$ cat config.mk
export PLATFORM = sky130hd
export DESIGN_NAME = fcs_sequencer
export DESIGN_NICKNAME = d
export VERILOG_FILES = /design/src/core/fcs_pkg.sv /design/src/core/fcs_op_timer.sv /design/src/core/fcs_sequencer.sv
export SDC_FILE = /design/constraint.sdc
export NUM_CORES = 1
export LEC_CHECK = 0
export CAP_MARGIN = 20
export CORE_ASPECT_RATIO = 0.7
export CORE_MARGIN = 8
export CORE_UTILIZATION = 45
export DETAILED_ROUTE_END_ITERATION = 16
export DONT_BUFFER_PORTS = 1
export GPL_ROUTABILITY_DRIVEN = 0
export SETUP_SLACK_MARGIN = 0.15
export SYNTH_ARGS = -nofsm -noshare
export SYNTH_HDL_FRONTEND = slang
export SYNTH_SLANG_ARGS = --single-unit
$ cat constraint.sdc
create_clock -name clk -period 4.5 [get_ports clk]
set_input_delay 0.9 -clock clk [delete_from_list [all_inputs] [get_ports clk]]
set_output_delay 0.9 -clock clk [all_outputs]
set_load 0.05 [all_outputs]
$ cat src/core/fcs_pkg.sv
package fcs_pkg;
  // ----------------------------------------
  // Unlock offsets and command bytes
  // ----------------------------------------
  localparam logic [15:0] UNLOCK_ADDR_A  = 16'h5555;
  localparam logic [15:0] UNLOCK_ADDR_B  = 16'h2aaa;
  localparam logic [7:0]  UNLOCK_DATA_A  = 8'haa;
  localparam logic [7:0]  UNLOCK_DATA_B  = 8'h55;
  localparam logic [7:0]  CMD_PROGRAM    = 8'ha0;
  localparam logic [7:0]  CMD_ERASE_PRE  = 8'h80;
  localparam logic [7:0]  CMD_SECTOR_ERS = 8'h30;
  localparam logic [7:0]  CMD_BLOCK_ERS  = 8'h50;
  localparam logic [7:0]  CMD_CHIP_ERS   = 8'h10;
  localparam logic [7:0]  CMD_ID_ENTRY   = 8'h90;
  localparam logic [7:0]  CMD_ID_EXIT    = 8'hf0;

  // ----------------------------------------
  // Identification codes (arbitrary values)
  // ----------------------------------------
  localparam logic [7:0]  MAKER_CODE     = 8'h3c;
  localparam logic [7:0]  PART_CODE      = 8'h7e;

  // ----------------------------------------
  // Timing, in ns, and the clock period
  // ----------------------------------------
  localparam int CLK_PERIOD_NS   = 4;
  localparam int PROG_MAX_NS     = 20000;
  localparam int ERASE_MAX_NS    = 25000000;
  localparam int RESET_ABORT_NS  = 10000;
  // Longest times round down to whole cycles
  localparam int PROG_CYCLES     = PROG_MAX_NS / CLK_PERIOD_NS;
  localparam int ERASE_CYCLES    = ERASE_MAX_NS / CLK_PERIOD_NS;
  localparam int ABORT_CYCLES    = RESET_ABORT_NS / CLK_PERIOD_NS;
  localparam int ADDR_W          = 19;
  localparam int CNT_W           = 24;

  // ----------------------------------------
  // Internal operation kinds
  // ----------------------------------------
  typedef enum logic [3:0] {
    OP_NONE   = 4'b0001,
    OP_PROG   = 4'b0010,
    OP_ERASE  = 4'b0100,
    OP_CHIP   = 4'b1000
  } fcs_op_e;
endpackage : fcs_pkg

$ cat src/core/fcs_op_timer.sv
`timescale 1ns/10ps
// Duration counter for one internal program or erase
module fcs_op_timer
  import fcs_pkg::*;
#(
  parameter int CW = CNT_W
)
(
  // Clock and reset
  input  wire logic          clk,
  input  wire logic          reset,
  // Control
  input  wire logic          start,
  input  wire logic          abort,
  input  wire logic [CW-1:0] limit,
  // Status
  output logic               busy,
  output logic               done
);
  logic [CW-1:0] count_reg;   // Elapsed cycles

  // Counter cleared on start and on abort
  always_ff @(posedge clk)
  begin
    if (reset || abort || start)
      count_reg <= '0;
    else if (busy)
      count_reg <= count_reg + 1'b1;
  end

  // Busy flag; done pulses at the limit
  always_ff @(posedge clk)
  begin
    if (reset || abort)
      busy <= 1'b0;
    else if (start)
      busy <= 1'b1;
    else if (busy && count_reg == limit - 1'b1)
      busy <= 1'b0;
  end

  assign done = busy && !start && (count_reg == limit - 1'b1);
endmodule : fcs_op_timer

$ cat src/core/fcs_sequencer.sv
`timescale 1ns/10ps
// What this block does
// - Three unlock writes then program byte
// - Five unlock writes, then 30H sector erase
// - Five unlock writes, then 50H block erase
// - Five unlock writes, then 10H at 5555H
// - Whole-array erase only in parallel mode
// - AAH 55H 90H enters identification mode
// - F0H alone or unlocked exits identification
// - Bit 0 selects maker or part code
// - OE high, WE rising captures command cycle
// - Reset low floats data pins
// - No write with WE high or OE low
// - Erase takes address; chip erase ignores it
// - Reset aborts operation within 10 us
// - Program finishes within 20 us
// - Sector or block erase within 25 ms
// - Idle ready in idle state with timer stopped
// - Bad write mid-sequence returns to read
// - Busy reads: inverted bit 7, bit 6 toggles
// - Commands ignored during erase
module fcs_sequencer
  import fcs_pkg::*;
#(
  parameter int PROG_LIMIT  = PROG_CYCLES,
  parameter int ERASE_LIMIT = ERASE_CYCLES,
  parameter int CHIP_LIMIT  = ERASE_CYCLES
)
(
  // Clock and reset
  input  wire logic              clk,
  input  wire logic              reset,
  // Mode strap and pins (asynchronous)
  input  wire logic              parallel_prog_mode,
  input  wire logic              rstPinN,
  input  wire logic              outEnN,
  input  wire logic              writeEnN,
  input  wire logic [31:0]       addrIn,
  input  wire logic [7:0]        dataIn,
  // Array read data for addressed byte
  input  wire logic [7:0]        arrayData,
  // Data pin drive
  output logic [7:0]             dataOut,
  output logic                   dataOe,
  // Internal operation requests and status
  output logic                   progStart,
  output logic                   eraseStart,
  output logic                   chipErase,
  output logic [ADDR_W-1:0]      target_byte_addr,
  output logic [ADDR_W-1:0]      sector_sel_addr,
  output logic [7:0]             progData,
  output logic                   opBusy,
  output logic                   idMode,
  output logic                   readyIdle
);
  // ----------------------------------------
  // Pin synchronisers
  // ----------------------------------------
  logic [3:0]  metaCtl_reg, syncCtl_reg; // Mode, reset, OE, WE
  logic [31:0] metaAddr_reg, syncAddr_reg;
  logic [7:0]  metaData_reg, syncData_reg;
  logic        weLast_reg;               // WE level one cycle back

  // Two-flop capture of every pin
  always_ff @(posedge clk)
  begin
    if (reset)
    begin
      // Idle levels: strobes high, pin reset released, no false WE edge
      metaCtl_reg <= 4'h7;
      syncCtl_reg <= 4'h7;
      metaAddr_reg <= '0;
      syncAddr_reg <= '0;
      metaData_reg <= '0;
      syncData_reg <= '0;
    end
    else
    begin
      metaCtl_reg <= {parallel_prog_mode, rstPinN, outEnN, writeEnN};
      syncCtl_reg <= metaCtl_reg;
      metaAddr_reg <= addrIn;
      syncAddr_reg <= metaAddr_reg;
      metaData_reg <= dataIn;
      syncData_reg <= metaData_reg;
    end
  end

  logic ppMode, rstN, oeN, weN;
  assign {ppMode, rstN, oeN, weN} = syncCtl_reg;

  // WE history for the rising edge
  always_ff @(posedge clk)
  begin
    if (reset)
      weLast_reg <= 1'b1;
    else
      weLast_reg <= weN;
  end

  // Command cycle ends on WE rising with OE high
  logic cmdWrite;
  assign cmdWrite = rstN && oeN && weLast_reg == 1'b0
                    && weN;
  logic readCycle;
  assign readCycle = rstN && !oeN && weN;

  // Address match helper
  function automatic logic atOff(input logic [31:0] a,
                                 input logic [15:0] off);
    atOff = (a[15:0] == off);
  endfunction : atOff

  // ----------------------------------------
  // Command decoder
  // ----------------------------------------
  typedef enum logic [8:0] {
    ST_IDLE  = 9'b000000001,
    ST_U1    = 9'b000000010,
    ST_U2    = 9'b000000100,
    ST_PADDR = 9'b000001000,
    ST_E1    = 9'b000010000,
    ST_E2    = 9'b000100000,
    ST_E3    = 9'b001000000,
    ST_BUSY  = 9'b010000000,
    ST_ABORT = 9'b100000000
  } fcs_state_e;

  fcs_state_e state_reg, state_next;
  fcs_op_e    op_reg;
  logic [7:0] wd;
  logic [31:0] wa;
  logic       opDone;
  logic       startProg, startErase, startChip;
  logic       idEnter, idExit;
  logic [CNT_W-1:0] abortCnt_reg;

  assign wd = syncData_reg;
  assign wa = syncAddr_reg;

  // Next-state decode of each command cycle
  always_comb
  begin
    state_next = state_reg;
    startProg = 1'b0;
    startErase = 1'b0;
    startChip = 1'b0;
    idEnter = 1'b0;
    idExit = 1'b0;
    case (state_reg)
      ST_IDLE:
        if (cmdWrite)
        begin
          if (wd == CMD_ID_EXIT)
            idExit = 1'b1;
          else if (wd == UNLOCK_DATA_A && atOff(wa, UNLOCK_ADDR_A))
            state_next = ST_U1;
        end
      ST_U1:
        if (cmdWrite)
          state_next = (wd == UNLOCK_DATA_B && atOff(wa, UNLOCK_ADDR_B))
                       ? ST_U2 : ST_IDLE;
      ST_U2:
        if (cmdWrite)
        begin
          state_next = ST_IDLE;
          if (atOff(wa, UNLOCK_ADDR_A))
          begin
            if (wd == CMD_PROGRAM)
              state_next = ST_PADDR;
            else if (wd == CMD_ERASE_PRE)
              state_next = ST_E1;
            else if (wd == CMD_ID_ENTRY)
              idEnter = 1'b1;
            else if (wd == CMD_ID_EXIT)
              idExit = 1'b1;
          end
        end
      ST_PADDR:
        if (cmdWrite)
        begin
          startProg = 1'b1;
          state_next = ST_BUSY;
        end
      ST_E1:
        if (cmdWrite)
          state_next = (wd == UNLOCK_DATA_A && atOff(wa, UNLOCK_ADDR_A))
                       ? ST_E2 : ST_IDLE;
      ST_E2:
        if (cmdWrite)
          state_next = (wd == UNLOCK_DATA_B && atOff(wa, UNLOCK_ADDR_B))
                       ? ST_E3 : ST_IDLE;
      ST_E3:
        if (cmdWrite)
        begin
          state_next = ST_IDLE;
          if (wd == CMD_SECTOR_ERS || wd == CMD_BLOCK_ERS)
          begin
            startErase = 1'b1;
            state_next = ST_BUSY;
          end
          else if (wd == CMD_CHIP_ERS && atOff(wa, UNLOCK_ADDR_A)
                   && ppMode)
          begin
            startChip = 1'b1;
            state_next = ST_BUSY;
          end
        end
      ST_BUSY:
        if (opDone)
          state_next = ST_IDLE;
      ST_ABORT:
        if (rstN)
          state_next = ST_IDLE;
      default:
        state_next = ST_IDLE;
    endcase
    // Pin reset overrides any decode
    if (!rstN)
      state_next = (state_reg == ST_BUSY || state_reg == ST_ABORT)
                   ? ST_ABORT : ST_IDLE;
  end

  // State register
  always_ff @(posedge clk)
  begin
    if (reset)
      state_reg <= ST_IDLE;
    else
      state_reg <= state_next;
  end

  // Operation kind, target and data capture
  always_ff @(posedge clk)
  begin
    if (reset)
    begin
      op_reg <= OP_NONE;
      target_byte_addr <= '0;
      sector_sel_addr <= '0;
      progData <= '0;
    end
    else if (startProg)
    begin
      op_reg <= OP_PROG;
      target_byte_addr <= wa[ADDR_W-1:0];
      progData <= wd;
    end
    else if (startErase)
    begin
      op_reg <= OP_ERASE;
      sector_sel_addr <= wa[ADDR_W-1:0];
    end
    else if (startChip)
      op_reg <= OP_CHIP;                     // address unused
    else if (state_reg != ST_BUSY)
      op_reg <= OP_NONE;
  end

  // Identification mode flag
  always_ff @(posedge clk)
  begin
    if (reset || !rstN)
      idMode <= 1'b0;
    else if (idEnter)
      idMode <= 1'b1;
    else if (idExit)
      idMode <= 1'b0;
  end

  // Cycles an operation survives a low reset pin; host hold time excluded
  always_ff @(posedge clk)
  begin
    if (reset || rstN || state_reg != ST_BUSY)
      abortCnt_reg <= '0;
    else
      abortCnt_reg <= abortCnt_reg + 1'b1;
  end

  // ----------------------------------------
  // Duration timer
  // ----------------------------------------
  logic [CNT_W-1:0] opLimit;
  logic             timerBusy;
  assign opLimit = startProg ? CNT_W'(PROG_LIMIT)
                 : startChip ? CNT_W'(CHIP_LIMIT)
                 : CNT_W'(ERASE_LIMIT);

  logic [CNT_W-1:0] limit_reg;
  always_ff @(posedge clk)
  begin
    if (reset)
      limit_reg <= CNT_W'(PROG_LIMIT);
    else if (startProg || startErase || startChip)
      limit_reg <= opLimit;
  end

  fcs_op_timer #(.CW(CNT_W)) u_timer (
    .clk   (clk),
    .reset (reset),
    .start (startProg || startErase || startChip),
    .abort (!rstN),
    .limit ((startProg || startErase || startChip) ? opLimit
                                                   : limit_reg),
    .busy  (timerBusy),
    .done  (opDone)
  );

  // ----------------------------------------
  // Outputs and read path
  // ----------------------------------------
  logic toggle_reg;
  logic readLast_reg;

  // Status toggle flips once per read cycle while busy
  always_ff @(posedge clk)
  begin
    if (reset)
    begin
      toggle_reg <= 1'b0;
      readLast_reg <= 1'b0;
    end
    else
    begin
      readLast_reg <= readCycle;
      if (readCycle && !readLast_reg && state_reg == ST_BUSY)
        toggle_reg <= !toggle_reg;
    end
  end

  // Registered data pin drive
  always_ff @(posedge clk)
  begin
    if (reset || !rstN)
    begin
      dataOe <= 1'b0;
      dataOut <= '0;
    end
    else
    begin
      dataOe <= readCycle;
      if (state_reg == ST_BUSY)
        dataOut <= {(op_reg == OP_PROG) ? ~progData[7] : 1'b0,
                    toggle_reg, arrayData[5:0]};
      else if (idMode)
        dataOut <= wa[0] ? PART_CODE : MAKER_CODE;
      else
        dataOut <= arrayData;
    end
  end

  assign progStart  = startProg;
  assign eraseStart = startErase || startChip;
  assign chipErase  = startChip;
  assign opBusy     = (state_reg == ST_BUSY);
  assign readyIdle  = (state_reg == ST_IDLE) && !timerBusy;

  // ----------------------------------------
  // Checks
  // ----------------------------------------
  chip_mode_only_a: assert property (@(posedge clk) disable iff (reset)
    startChip |-> ppMode) else $error("chip erase outside parallel");
  reset_float_a: assert property (@(posedge clk) disable iff (reset)
    !rstN |=> !dataOe) else $error("data driven in reset");
  write_inhibit_a: assert property (@(posedge clk) disable iff (reset)
    (progStart || eraseStart) |-> oeN && weN) else $error("bad write");
  abort_time_a: assert property (@(posedge clk) disable iff (reset)
    abortCnt_reg <= CNT_W'(ABORT_CYCLES)) else $error("abort slow");
  erase_ignore_a: assert property (@(posedge clk) disable iff (reset)
    opBusy && !opDone && rstN |=> opBusy) else $error("busy left");
  back_idle_a: assert property (@(posedge clk) disable iff (reset)
    opDone && rstN |=> state_reg == ST_IDLE) else $error("no idle");
  id_enter_a: assert property (@(posedge clk) disable iff (reset)
    idEnter && rstN |=> idMode) else $error("id not entered");
  id_exit_a: assert property (@(posedge clk) disable iff (reset)
    idExit && rstN |=> !idMode) else $error("id not left");
  // Address stage reachable only through the unlock stages
  prog_cmd_a: assert property (@(posedge clk) disable iff (reset)
    state_reg == ST_PADDR |-> $past(state_reg) == ST_U2
                              || $past(state_reg) == ST_PADDR)
    else $error("program without unlock");
endmodule : fcs_sequencer

# Word-level counts from Yosys, hierarchy flattened
# Cells that the tools add are included.
# op_classes
n_reduce_logical,37
n_eq_ne,33
bitwise_logic,3
add_sub_neg,2
n_mux,58
# ops
operator,n
9-bit 2-to-1 mux,12
9-bit one-hot mux with 8 select lines,1
"8-bit equality test, second input constant",5
8-bit 2-to-1 mux,4
1-bit 2-to-1 mux,27
"3-bit != test, second input constant",9
"24-bit by 1-bit adder with 24-bit output, second input constant",1
24-bit equality test,1
24-bit 2-to-1 mux,1
"24-bit by 1-bit subtractor with 24-bit output, second input constant",1
23-bit 2-to-1 mux,1
"16-bit by 14-bit equality test with 1-bit output, second input constant",1
"16-bit by 15-bit equality test with 1-bit output, second input constant",1
"8-bit by 7-bit equality test with 1-bit output, second input constant",2
1-bit logical AND,15
5-bit 2-to-1 mux,3
7-bit 2-to-1 mux,2
10-bit AND reduction,1
"9-bit by 1-bit equality test with 1-bit output, second input constant",1
"9-bit by 2-bit equality test with 1-bit output, second input constant",1
"9-bit by 3-bit equality test with 1-bit output, second input constant",1
"9-bit by 4-bit equality test with 1-bit output, second input constant",1
"9-bit by 5-bit equality test with 1-bit output, second input constant",1
"9-bit by 6-bit equality test with 1-bit output, second input constant",1
22 further kinds,39
# totals
reg_bits,183
output_inout_bits,61
input_bits,54

# Longest topological paths before layout
# Gate-level depths: netlist (run 1).
# logic_depth
ltp_word,15
depth_mapped,21

# By module
# Synthesis (run 1) repeated with hierarchy kept, for this count alone.
# hier_totals
cells_unflattened,876
area_unflattened_um2,7722.4
# by_module_without_submodules
mod,area_per_inst_um2,n_inst,cells_per_inst,seq_area_each_um2
fcs_sequencer,5755.5,1,628,3163.0
fcs_op_timer,1966.9,1,248,500.5

# Least setup slack after synthesis (run 1)
# No wires, ideal clock.
# synth_timing
kind,register to register
from,reg state_reg[8]
to,reg state_reg[1]
t_required_ns,4.428
setup_time_ns,0.072
period_less_slack_ns,4.295
path_stages_with_launch,21
arrival_ns,4.223
setup_slack_ns,0.205
cell_sequence,dfxtp_1 > nor4_4 > nand2b_4 > nor3_1 > a21oi_1 > buf_2 > clkbuf_1 > nand2_1 > ha_1 > clkbuf_1 > xnor2_1 > xnor2_1 > nor2_1 > nand2_1 > o31ai_1 > a21oi_1 > or4_1 > a2111oi_4 > a41oi_4 > nor2_4 > mux2i_1
# synth_between
elab_chain_cells,10
elab_cells_between_ends,33
classes_between,add/sub: 1; eq/ne: 19; mux: 7; reduce/logical: 6
# synth_rtl
element,line,text
start: declaration,fcs_sequencer.sv:128,"fcs_state_e state_reg, state_next;"
start signal: assignment,fcs_sequencer.sv:229,state_reg <= state_next;
9-bit by 4-bit equality test with 1-bit output or 9-bit by 7-bit equality test with 1-bit output (tied branches),fcs_sequencer.sv:149,case (state_reg)
1-bit 2-to-1 mux,fcs_sequencer.sv:149,
1-bit logical OR (2 in a row),"fcs_sequencer.sv:300, fcs_sequencer.sv:302",
24-bit 2-to-1 mux,--,
24-bit by 1-bit subtractor with 24-bit output,fcs_op_timer.sv:42,assign done = busy && !start && (count_reg == limit - 1'b1);
24-bit equality test,fcs_op_timer.sv:42,
1-bit logical AND,fcs_op_timer.sv:42,
3-bit by 2-bit != test with 1-bit output (no line),--,
10-bit AND reduction (no line),--,
# Parallel ways exist; a longest one is shown, timed or not.
# A chain may end at the register's enable or synchronous reset.

# Worst setup path in the final report (run 1)
# layout_timing
from,reg state_reg[7]
to,reg state_reg[5]
# The elaborated chain is that of the path after synthesis.

==> run summary, run 1 <==
## Drt
* **first-pass detailed-route iteration total** 5
* **drt initial violations** 518
* **WL final** 20920 um
* **number of vias after detailed routing** 6175
* **wire length per cell after detailed routing** 18.32 um
* **count of nets left with antenna violations after detail routing** 0
* **total DRC errors in the routed layout** 0
* **Vias per Instance** 5.407

## GRT
* **global-route wire length before repair** 33080 um
* **number of global-route vias before repair** 5695
* **global route total overflow** 0
* **largest net degree at the start of global routing** 124
* **antenna violations before repair** 0
* **overall fraction of global-route tracks in use** 19.07%

## STA
* **final period demand of the worst path** 4.050 ns
* **total negative slack** 0 ns
* **RSZ-0062 raised after global routing** no
* **measured slew at the worst slew-check pin** 0.9851 ns
* **Slew Viols, Final** 0
* **Period Utilization, post-route** 90.01%
* **number of failing hold endpoints at the final stage** 0
* **upper clock frequency limit** 246.9 MHz
* **worst slew margin relative to its limit** 34.19%
* **Clock Skew** 0.01487 ns
* **count of final setup violators** 0

## Floorplanning
* **Cell Rows** 40
* **core outline area** 0.01702 mm^2
* **effective utilization at floorplan** 45.51%
* **area of the die** 0.02173 mm^2
* **I/O pins** 115
* **Die Span Y** 125.8 um
* **Chip Width** 172.8 um

## Setup path
* **Critical Path AT** 4.41 ns
* **kind of start point of the critical path** flop
* **endpoint class of the critical path** flop
* **largest fanout on the critical path** 8
* **series of cell instances along the critical path** nor4_4 > buf_4 > nand3_1 > nor2_2 > a21oi_2 > nand2_1 > ha_4 > xnor2_2 > xnor2_1 > nor2_1 > nand2_1 > o31ai_1 > a21oi_2 > or4_4 > a2111oi_4 > a41oi_4 > nor2_4 > mux2i_1
* **classification of the worst setup path** flop to flop
* **standard cell with the maximum stage delay on the critical path** or4_4
* **Worst Path Required** 4.86 ns
* **CP max stage delay** 0.56 ns

## Final layout
* **Syn-to-layout area delta** 12.28%
* **post-layout instance count excluding filler cells** 1142
* **final net count** 954
* **ratio of cells with drive above 1 in the final layout** 11.86%
* **Inserted Diodes** 0
* **number of filler cells placed in the layout** 1607

## Logic synthesis
* **post-synthesis xor/xnor area fraction** 6.414%
* **most instantiated cells after synthesis** dfxtp_1, nand2_1, nor2_1
* **most area-hungry cell type in the Yosys netlist** dfxtp_1
* **proportion of register bits with asynchronous set or reset after synthesis** 0%
* **Warnings, synthesis** 0
* **flip-flop cell with the highest count after synthesis** dfxtp_1
* **largest family of logic cells by synthesized area** simple AND/OR/NAND/NOR gates
* **count leader, synth** dfxtp_1
* **share of the synthesized area in the top cell type** 47.30%
* **number of synthesized register bits** 183
* **synthesized instance count** 903
* **synthesized-area fraction occupied by adder cells** 0.3231%
* **area fraction in and, or, nand and nor cells after synthesis** 30.11%
* **sequential fraction of the synthesis area** 47.30%
* **number of synthesized flops with an enable pin** 0
* **post-synthesis mux area share** 1.050%
* **synth unique cells** 76
* **top area cells in the synthesized netlist** dfxtp_1, nand2_1, a21oi_1
* **Compound-Gate Fraction of Synth Area** 11.63%
* **average instance area after synthesis** 8.577 um^2
* **number of nets in the synthesized netlist** 959
* **synthesized area** 0.007745 mm^2

## Power and ir drop
* **power spent charging and discharging nets** 0.8905 mW
* **Net Sw Frac** 26.48%
* **power per cell area** 386.7 mW/mm^2
* **part of the total power dissipated in sequential elements** 50.5%
* **fraction of power consumed by combinational cells** 5.3%
* **Worst VDD drop** 0.2010 mV
* **internal portion of total power** 2.472 mW
* **Clk network pwr share** 44.2%
* **sum of internal, switching and leakage power** 3.362 mW
* **leakage dissipation** 3.065 nW

## Placement
* **hpwl dp** 14760 um
* **count of port buffers added during placement** 0
* **Cells after DPL** 1106

## Clocking
* **number of hold buffers added after cts** 0
* **Max H-tree Level** 4
* **Num Clock Sinks** 183
* **buffer type at the clock tree root** clkbuf_16
* **deepest clock path buffer count** 2
* **clock-pin slew reported for the worst setup and hold paths after clock tree synthesis** 0.07 ns
* **number of buffers created by CTS** 17
* **Worst-Skew Late Latency** 0.44 ns
* **CTS tree** done

## Flow run
* **Maximum Capacitance Violations** 0

## Hold path
* **Min-Delay Path Class** flop to flop

## Outcome
* **status** finished clean

## worst paths after layout
path	startpoint	endpoint	slack, ns	depth (start not counted)
hold / removal	metaCtl_reg[0]	syncCtl_reg[0]	0.41	1
hold reg to reg	metaCtl_reg[0]	syncCtl_reg[0]	0.41	1
setup / recovery	state_reg[7]	state_reg[5]	0.45	18
setup reg to reg	state_reg[7]	state_reg[5]	0.45	18
## stage by stage
step	utilization (%)	hold slack, ns	setup slack [ns]	area (um^2)
2_1_floorplan	-	0.3895	0.2052	7745
3_3_place_gp	47.01	0.3971	0.2318	7999
3_5_place_dp	47.01	0.3957	0.1033	7999
4_1_cts	50.65	0.4113	0.1503	8620
5_1_grt	51.10	0.4370	0.2100	8696
6_report	51.10	0.4052	0.4497	8696
## metal layers
metal	vias to the layer above	global-route usage, %	wire (um)
met2	201	24.49	7971
met1	2884	28.81	10890
met3	16	6.448	1840
met4	0	5.612	220
met5	-	0	0
li1	3074	-	-
## cell families after synthesis
group	count (synthesis)
xor gates and xnor gates	55
DFF	183
buffers and inverters	59
muxes	8
adders and majority gates	2
and+or+nand+nor	452
AOI/OAI and AO/OA	144
## critical path: cells and delay by family, from the launching register on
kind / cells / cell delay [ns]
fa+ha+maj: 1 / 0.21
simple gates: 8 / 1.73
flops: 1 / 0.38
buf+inv: 1 / 0.19
compound gates: 5 / 1.01
mux: 1 / 0.20
xor+xnor: 2 / 0.24
## cell type report
| type | instances | area, um^2 | share of cell area, % |
|---|---|---|---|
| multi-input cells | 661 | 3910 | 44.96 |
| flip-flops and latches | 183 | 3666 | 42.16 |
| clock buffers | 17 | 425.4 | 4.892 |
| well taps | 231 | 289.0 | 3.324 |
| repair buffers | 26 | 195.2 | 2.245 |
| clock inverters | 15 | 175.2 | 2.014 |
| inverters | 9 | 35.03 | 0.4029 |
## timing repair
| item | CTS | global route |
|---|---|---|
| gates resized for setup | 1 | 14 |
| endpoints found under the hold margin | 0 | 0 |
| setup buffers | 2 | 2 |
| endpoints found under the setup margin | 8 | 8 |
| pin swaps | 1 | 6 |
## power by group through the flow
stage,Sequential (mW),Clock [mW],Combinational [mW]
2_1_floorplan,1.73,0,0.143
3_3_place_gp,1.73,0,0.168
3_5_place_dp,1.73,0,0.169
4_1_cts,1.70,1.51,0.177
5_1_grt,1.70,1.59,0.195
6_report,1.70,1.49,0.178
## cell usage in the layout, fill, tap and decap left out, types with 3 or more instances in the layout
cell type / Yosys / final
and3_1: 17 / 17
or3_1: 5 / 5
nor3_2: 0 / 4
a211oi_1: 6 / 6
nor3_1: 24 / 20
buf_4: 4 / 26
nand4b_1: 5 / 5
and4bb_2: 4 / 4
or2_2: 8 / 8
clkbuf_16: 0 / 17
mux2i_1: 7 / 7
nand4_1: 21 / 21
o211ai_1: 6 / 6
inv_1: 6 / 6
inv_8: 0 / 4
nand2b_1: 4 / 4
nor3b_1: 6 / 6
clkinv_8: 0 / 5
o21a_1: 3 / 3
clkinv_4: 0 / 3
xor2_1: 30 / 30
a21oi_1: 79 / 77
o21ai_0: 21 / 21
o31ai_1: 6 / 6
dfxtp_1: 183 / 181
nand3b_1: 3 / 3
nor4bb_1: 3 / 3
nand2_1: 146 / 146
nor2_1: 93 / 91
nand3_1: 26 / 25
xnor2_1: 24 / 23
nor2b_1: 62 / 62
(Power assumes the default switching activity.)
==> run 2: changes to the inputs <==
==> constraint.sdc (replaced) <==
create_clock -name clk -period 4.5 [get_ports clk]
set_input_delay 0.675 -clock clk [delete_from_list [all_inputs] [get_ports clk]]
set_output_delay 0.675 -clock clk [all_outputs]
set_load 0.05 [all_outputs]
==> run 2 against run 1 <==
Core utilization up 0.21 points. Largest cell class unchanged. Combinational power is 3% higher. Count of clock-buffer cells in the layout unchanged. Critical endpoint unchanged. Non-clock buffer count grew 5. Cell area increased by 0.40%. Cell count grew 0.44%. Critical path depth is 1 lower. Highest routed layer unchanged. Sequential power hardly changed. Die area unchanged. Via count is 1.1% higher. Hold slack got worse by 0.11 ns. Sequential share of layout area fell by 0.15 points.
==> run summary, run 2 (synthesis results as in run 1) <==
## STA
* **Clock Skew** 0.02245 ns, +0.007574 ns
* **RSZ-0062 raised after global routing** no
* **Period Utilization, post-route** 89.82%, -0.19 points
* **worst hold margin** 0.2915 ns, -0.1137 ns
* **count of final setup violators** 0, unchanged
* **number of failing hold endpoints at the final stage** 0, unchanged
* **Slew Viols, Final** 0, unchanged
* **final period demand of the worst path** 4.042 ns, -0.008428 ns
* **total negative slack** 0 ns, unchanged
* **worst slew margin relative to its limit** 33.76%, -0.44 points
* **measured slew at the worst slew-check pin** 0.9916 ns, +0.006538 ns
* **upper clock frequency limit** 247.4 MHz, +0.21%

## Drt
* **count of nets left with antenna violations after detail routing** 0, unchanged
* **total DRC errors in the routed layout** 0, unchanged
* **wire length per cell after detailed routing** 18.15 um, -0.95%
* **drt initial violations** 655, +26%
* **Vias per Instance** 5.440, +0.61%
* **WL final** 20820 um, -0.52%
* **number of vias after detailed routing** 6240, +1.1%
* **first-pass detailed-route iteration total** 5, unchanged

## Setup path
* **source of the worst register-to-register timing path** state_reg[2]
* **FF-to-FF setup slack** 0.46 ns, about the same
* **Worst Path Required** 4.87 ns, about the same
* **endpoint class of the critical path** flop
* **standard cell with the maximum stage delay on the critical path** or4_1
* **series of cell instances along the critical path** nor3_1 > nand3_1 > nor2_1 > a21oi_1 > nand2_1 > ha_4 > nand3_1 > nor2_2 > nand3_1 > nand3_1 > o21ai_0 > or4_1 > a2111oi_4 > buf_4 > a41oi_4 > nor2_4 > mux2i_1
* **kind of start point of the critical path** flop
* **endpoint of the worst register-to-register path** state_reg[5]
* **Most common cell on crit path** nand3_1
* **number of cell instances on the worst register-to-register path** 17, -1
* **CP max stage delay** 0.57 ns, about the same
* **classification of the worst setup path** flop to flop
* **largest fanout on the critical path** 8, unchanged
* **Buf+Inv Stages, Crit Path** 1, unchanged
* **Critical Path AT** 4.41 ns, about the same
* **cell class contributing the biggest share of worst-path delay** simple AND/OR/NAND/NOR gates

## Final layout
* **top library cells by usage in the layout, fill and taps aside** dfxtp_1, nand2_1, nor2_1
* **most common library cell in the layout ignoring fill and taps** dfxtp_1
* **Inserted Diodes** 0, unchanged
* **final standard cell area without fillers** 0.008731 mm^2, +0.40%
* **ratio of cells with drive above 1 in the final layout** 11.79%, -0.065 points
* **Syn-to-layout area delta** 12.73%
* **post-layout instance count excluding filler cells** 1147, +0.44%
* **final net count** 959, +0.52%

## Power and ir drop
* **power per cell area** 389.9 mW/mm^2, +0.84%
* **sum of internal, switching and leakage power** 3.404 mW, +1.2%
* **Worst VDD drop** 0.2705 mV, +35%
* **leakage dissipation** 3.076 nW, +0.34%

## Floorplanning
* **area of the die** 0.02173 mm^2, unchanged
* **core outline area** 0.01702 mm^2, unchanged
* **Die Span Y** 125.8 um, unchanged
* **Cell Rows** 40, unchanged
* **Chip Width** 172.8 um, unchanged
* **I/O pins** 115, unchanged
* **effective utilization at floorplan** 45.51%, unchanged

## GRT
* **number of global-route vias before repair** 5637, -1.0%
* **met2 routing resource usage after global routing** 23.75%, -0.74 points
* **global-route wire length before repair** 32630 um, -1.4%
* **global route total overflow** 0, unchanged
* **M3 GR Usage** 6.776%, +0.33 points
* **overall fraction of global-route tracks in use** 18.76%, -0.31 points
* **antenna violations before repair** 0, unchanged
* **most crowded layer after global routing** met1
* **met1 demand-to-capacity share in global routing** 28.55%, -0.26 points
* **largest net degree at the start of global routing** 124, unchanged

## Clocking
* **number of buffers created by CTS** 17, unchanged
* **number of hold buffers added after cts** 0, unchanged
* **clock-pin slew reported for the worst setup and hold paths after clock tree synthesis** 0.07 ns, about the same
* **CTS tree** done
* **Max H-tree Level** 4, unchanged
* **Worst-Skew Late Latency** 0.45 ns, about the same
* **deepest clock path buffer count** 2, unchanged
* **Num Clock Sinks** 183, unchanged
* **buffer type at the clock tree root** clkbuf_16

## Placement
* **count of port buffers added during placement** 0, unchanged
* **hpwl dp** 14770 um, about the same
* **Cells after DPL** 1107, +0.090%
* **Post-DP Area** 0.008006 mm^2, about the same

## Hold path
* **hold path startpoint** reset
* **Min-Delay Path Class** primary input to flop
* **Hold Path End** metaData_reg[6]
* **hold depth** 1, unchanged

## Outcome
* **status** finished clean

## Flow run
* **Maximum Capacitance Violations** 0, unchanged

run 2: worst register-to-register path, stage by stage, from the launching register on:
cell and delay [ns]:
dfxtp_1 0.39, nor3_1 0.40, nand3_1 0.18, nor2_1 0.16, a21oi_1 0.12, nand2_1 0.13, ha_4 0.20, nand3_1 0.19
nor2_2 0.24, nand3_1 0.11, nand3_1 0.09, o21ai_0 0.07, or4_1 0.57, a2111oi_4 0.28, buf_4 0.19, a41oi_4 0.16
nor2_4 0.29, mux2i_1 0.21
run 2: where the power goes:
part	total, mW	internal, mW	leakage [nW]	switching (mW)
sequential	1.70	1.65	1.49	0.0421
clock	1.52	0.764	0.297	0.759
combinational	0.184	0.0708	1.29	0.114
total	3.40	2.49	3.08	0.915
run 2: through the flow:
stage / setup slack [ns] / util, %
5_1_grt: 0.1701 / 51.31
3_5_place_dp: 0.1626 / 47.05
3_3_place_gp: 0.2532 / 47.05
4_1_cts: 0.2051 / 50.86
2_1_floorplan: 0.2052 / -
6_report: 0.4581 / 51.31
run 2: per-layer routing:
metal,vias to the layer above,wire [um]
met5,-,0
met1,2894,10650
met3,17,2092
met4,0,179
met2,245,7896
li1,3084,-
run 2: how the worst max path moves through the flow:
stage	cells after the start	to	slack, ns	from
after floorplan	20	state_reg[1]	0.21	state_reg[8]
after global placement	16	state_reg[4]	0.25	state_reg[8]
after detailed placement	16	state_reg[1]	0.16	state_reg[8]
after CTS	16	state_reg[5]	0.21	syncData_reg[1]
after global routing	19	state_reg[4]	0.17	state_reg[1]
final	17	state_reg[5]	0.46	state_reg[2]
run 2: area by class of cell:
class,instances,area [um^2]
fillers,1595,8285
flip-flops and latches,183,3667
inverters,9,35.03
clock buffers,17,425.4
well taps,231,289.0
repair buffers,31,232.7
clock inverters,15,197.7
multi-input cells,661,3884
run 2: repair_timing:
| item | 4_1_cts | 5_1_grt |
|---|---|---|
| setup buffers | 3 | 5 |
| endpoints found under the setup margin | 5 | 9 |
| gates resized for setup | 1 | 10 |
| pin swaps | 2 | 5 |
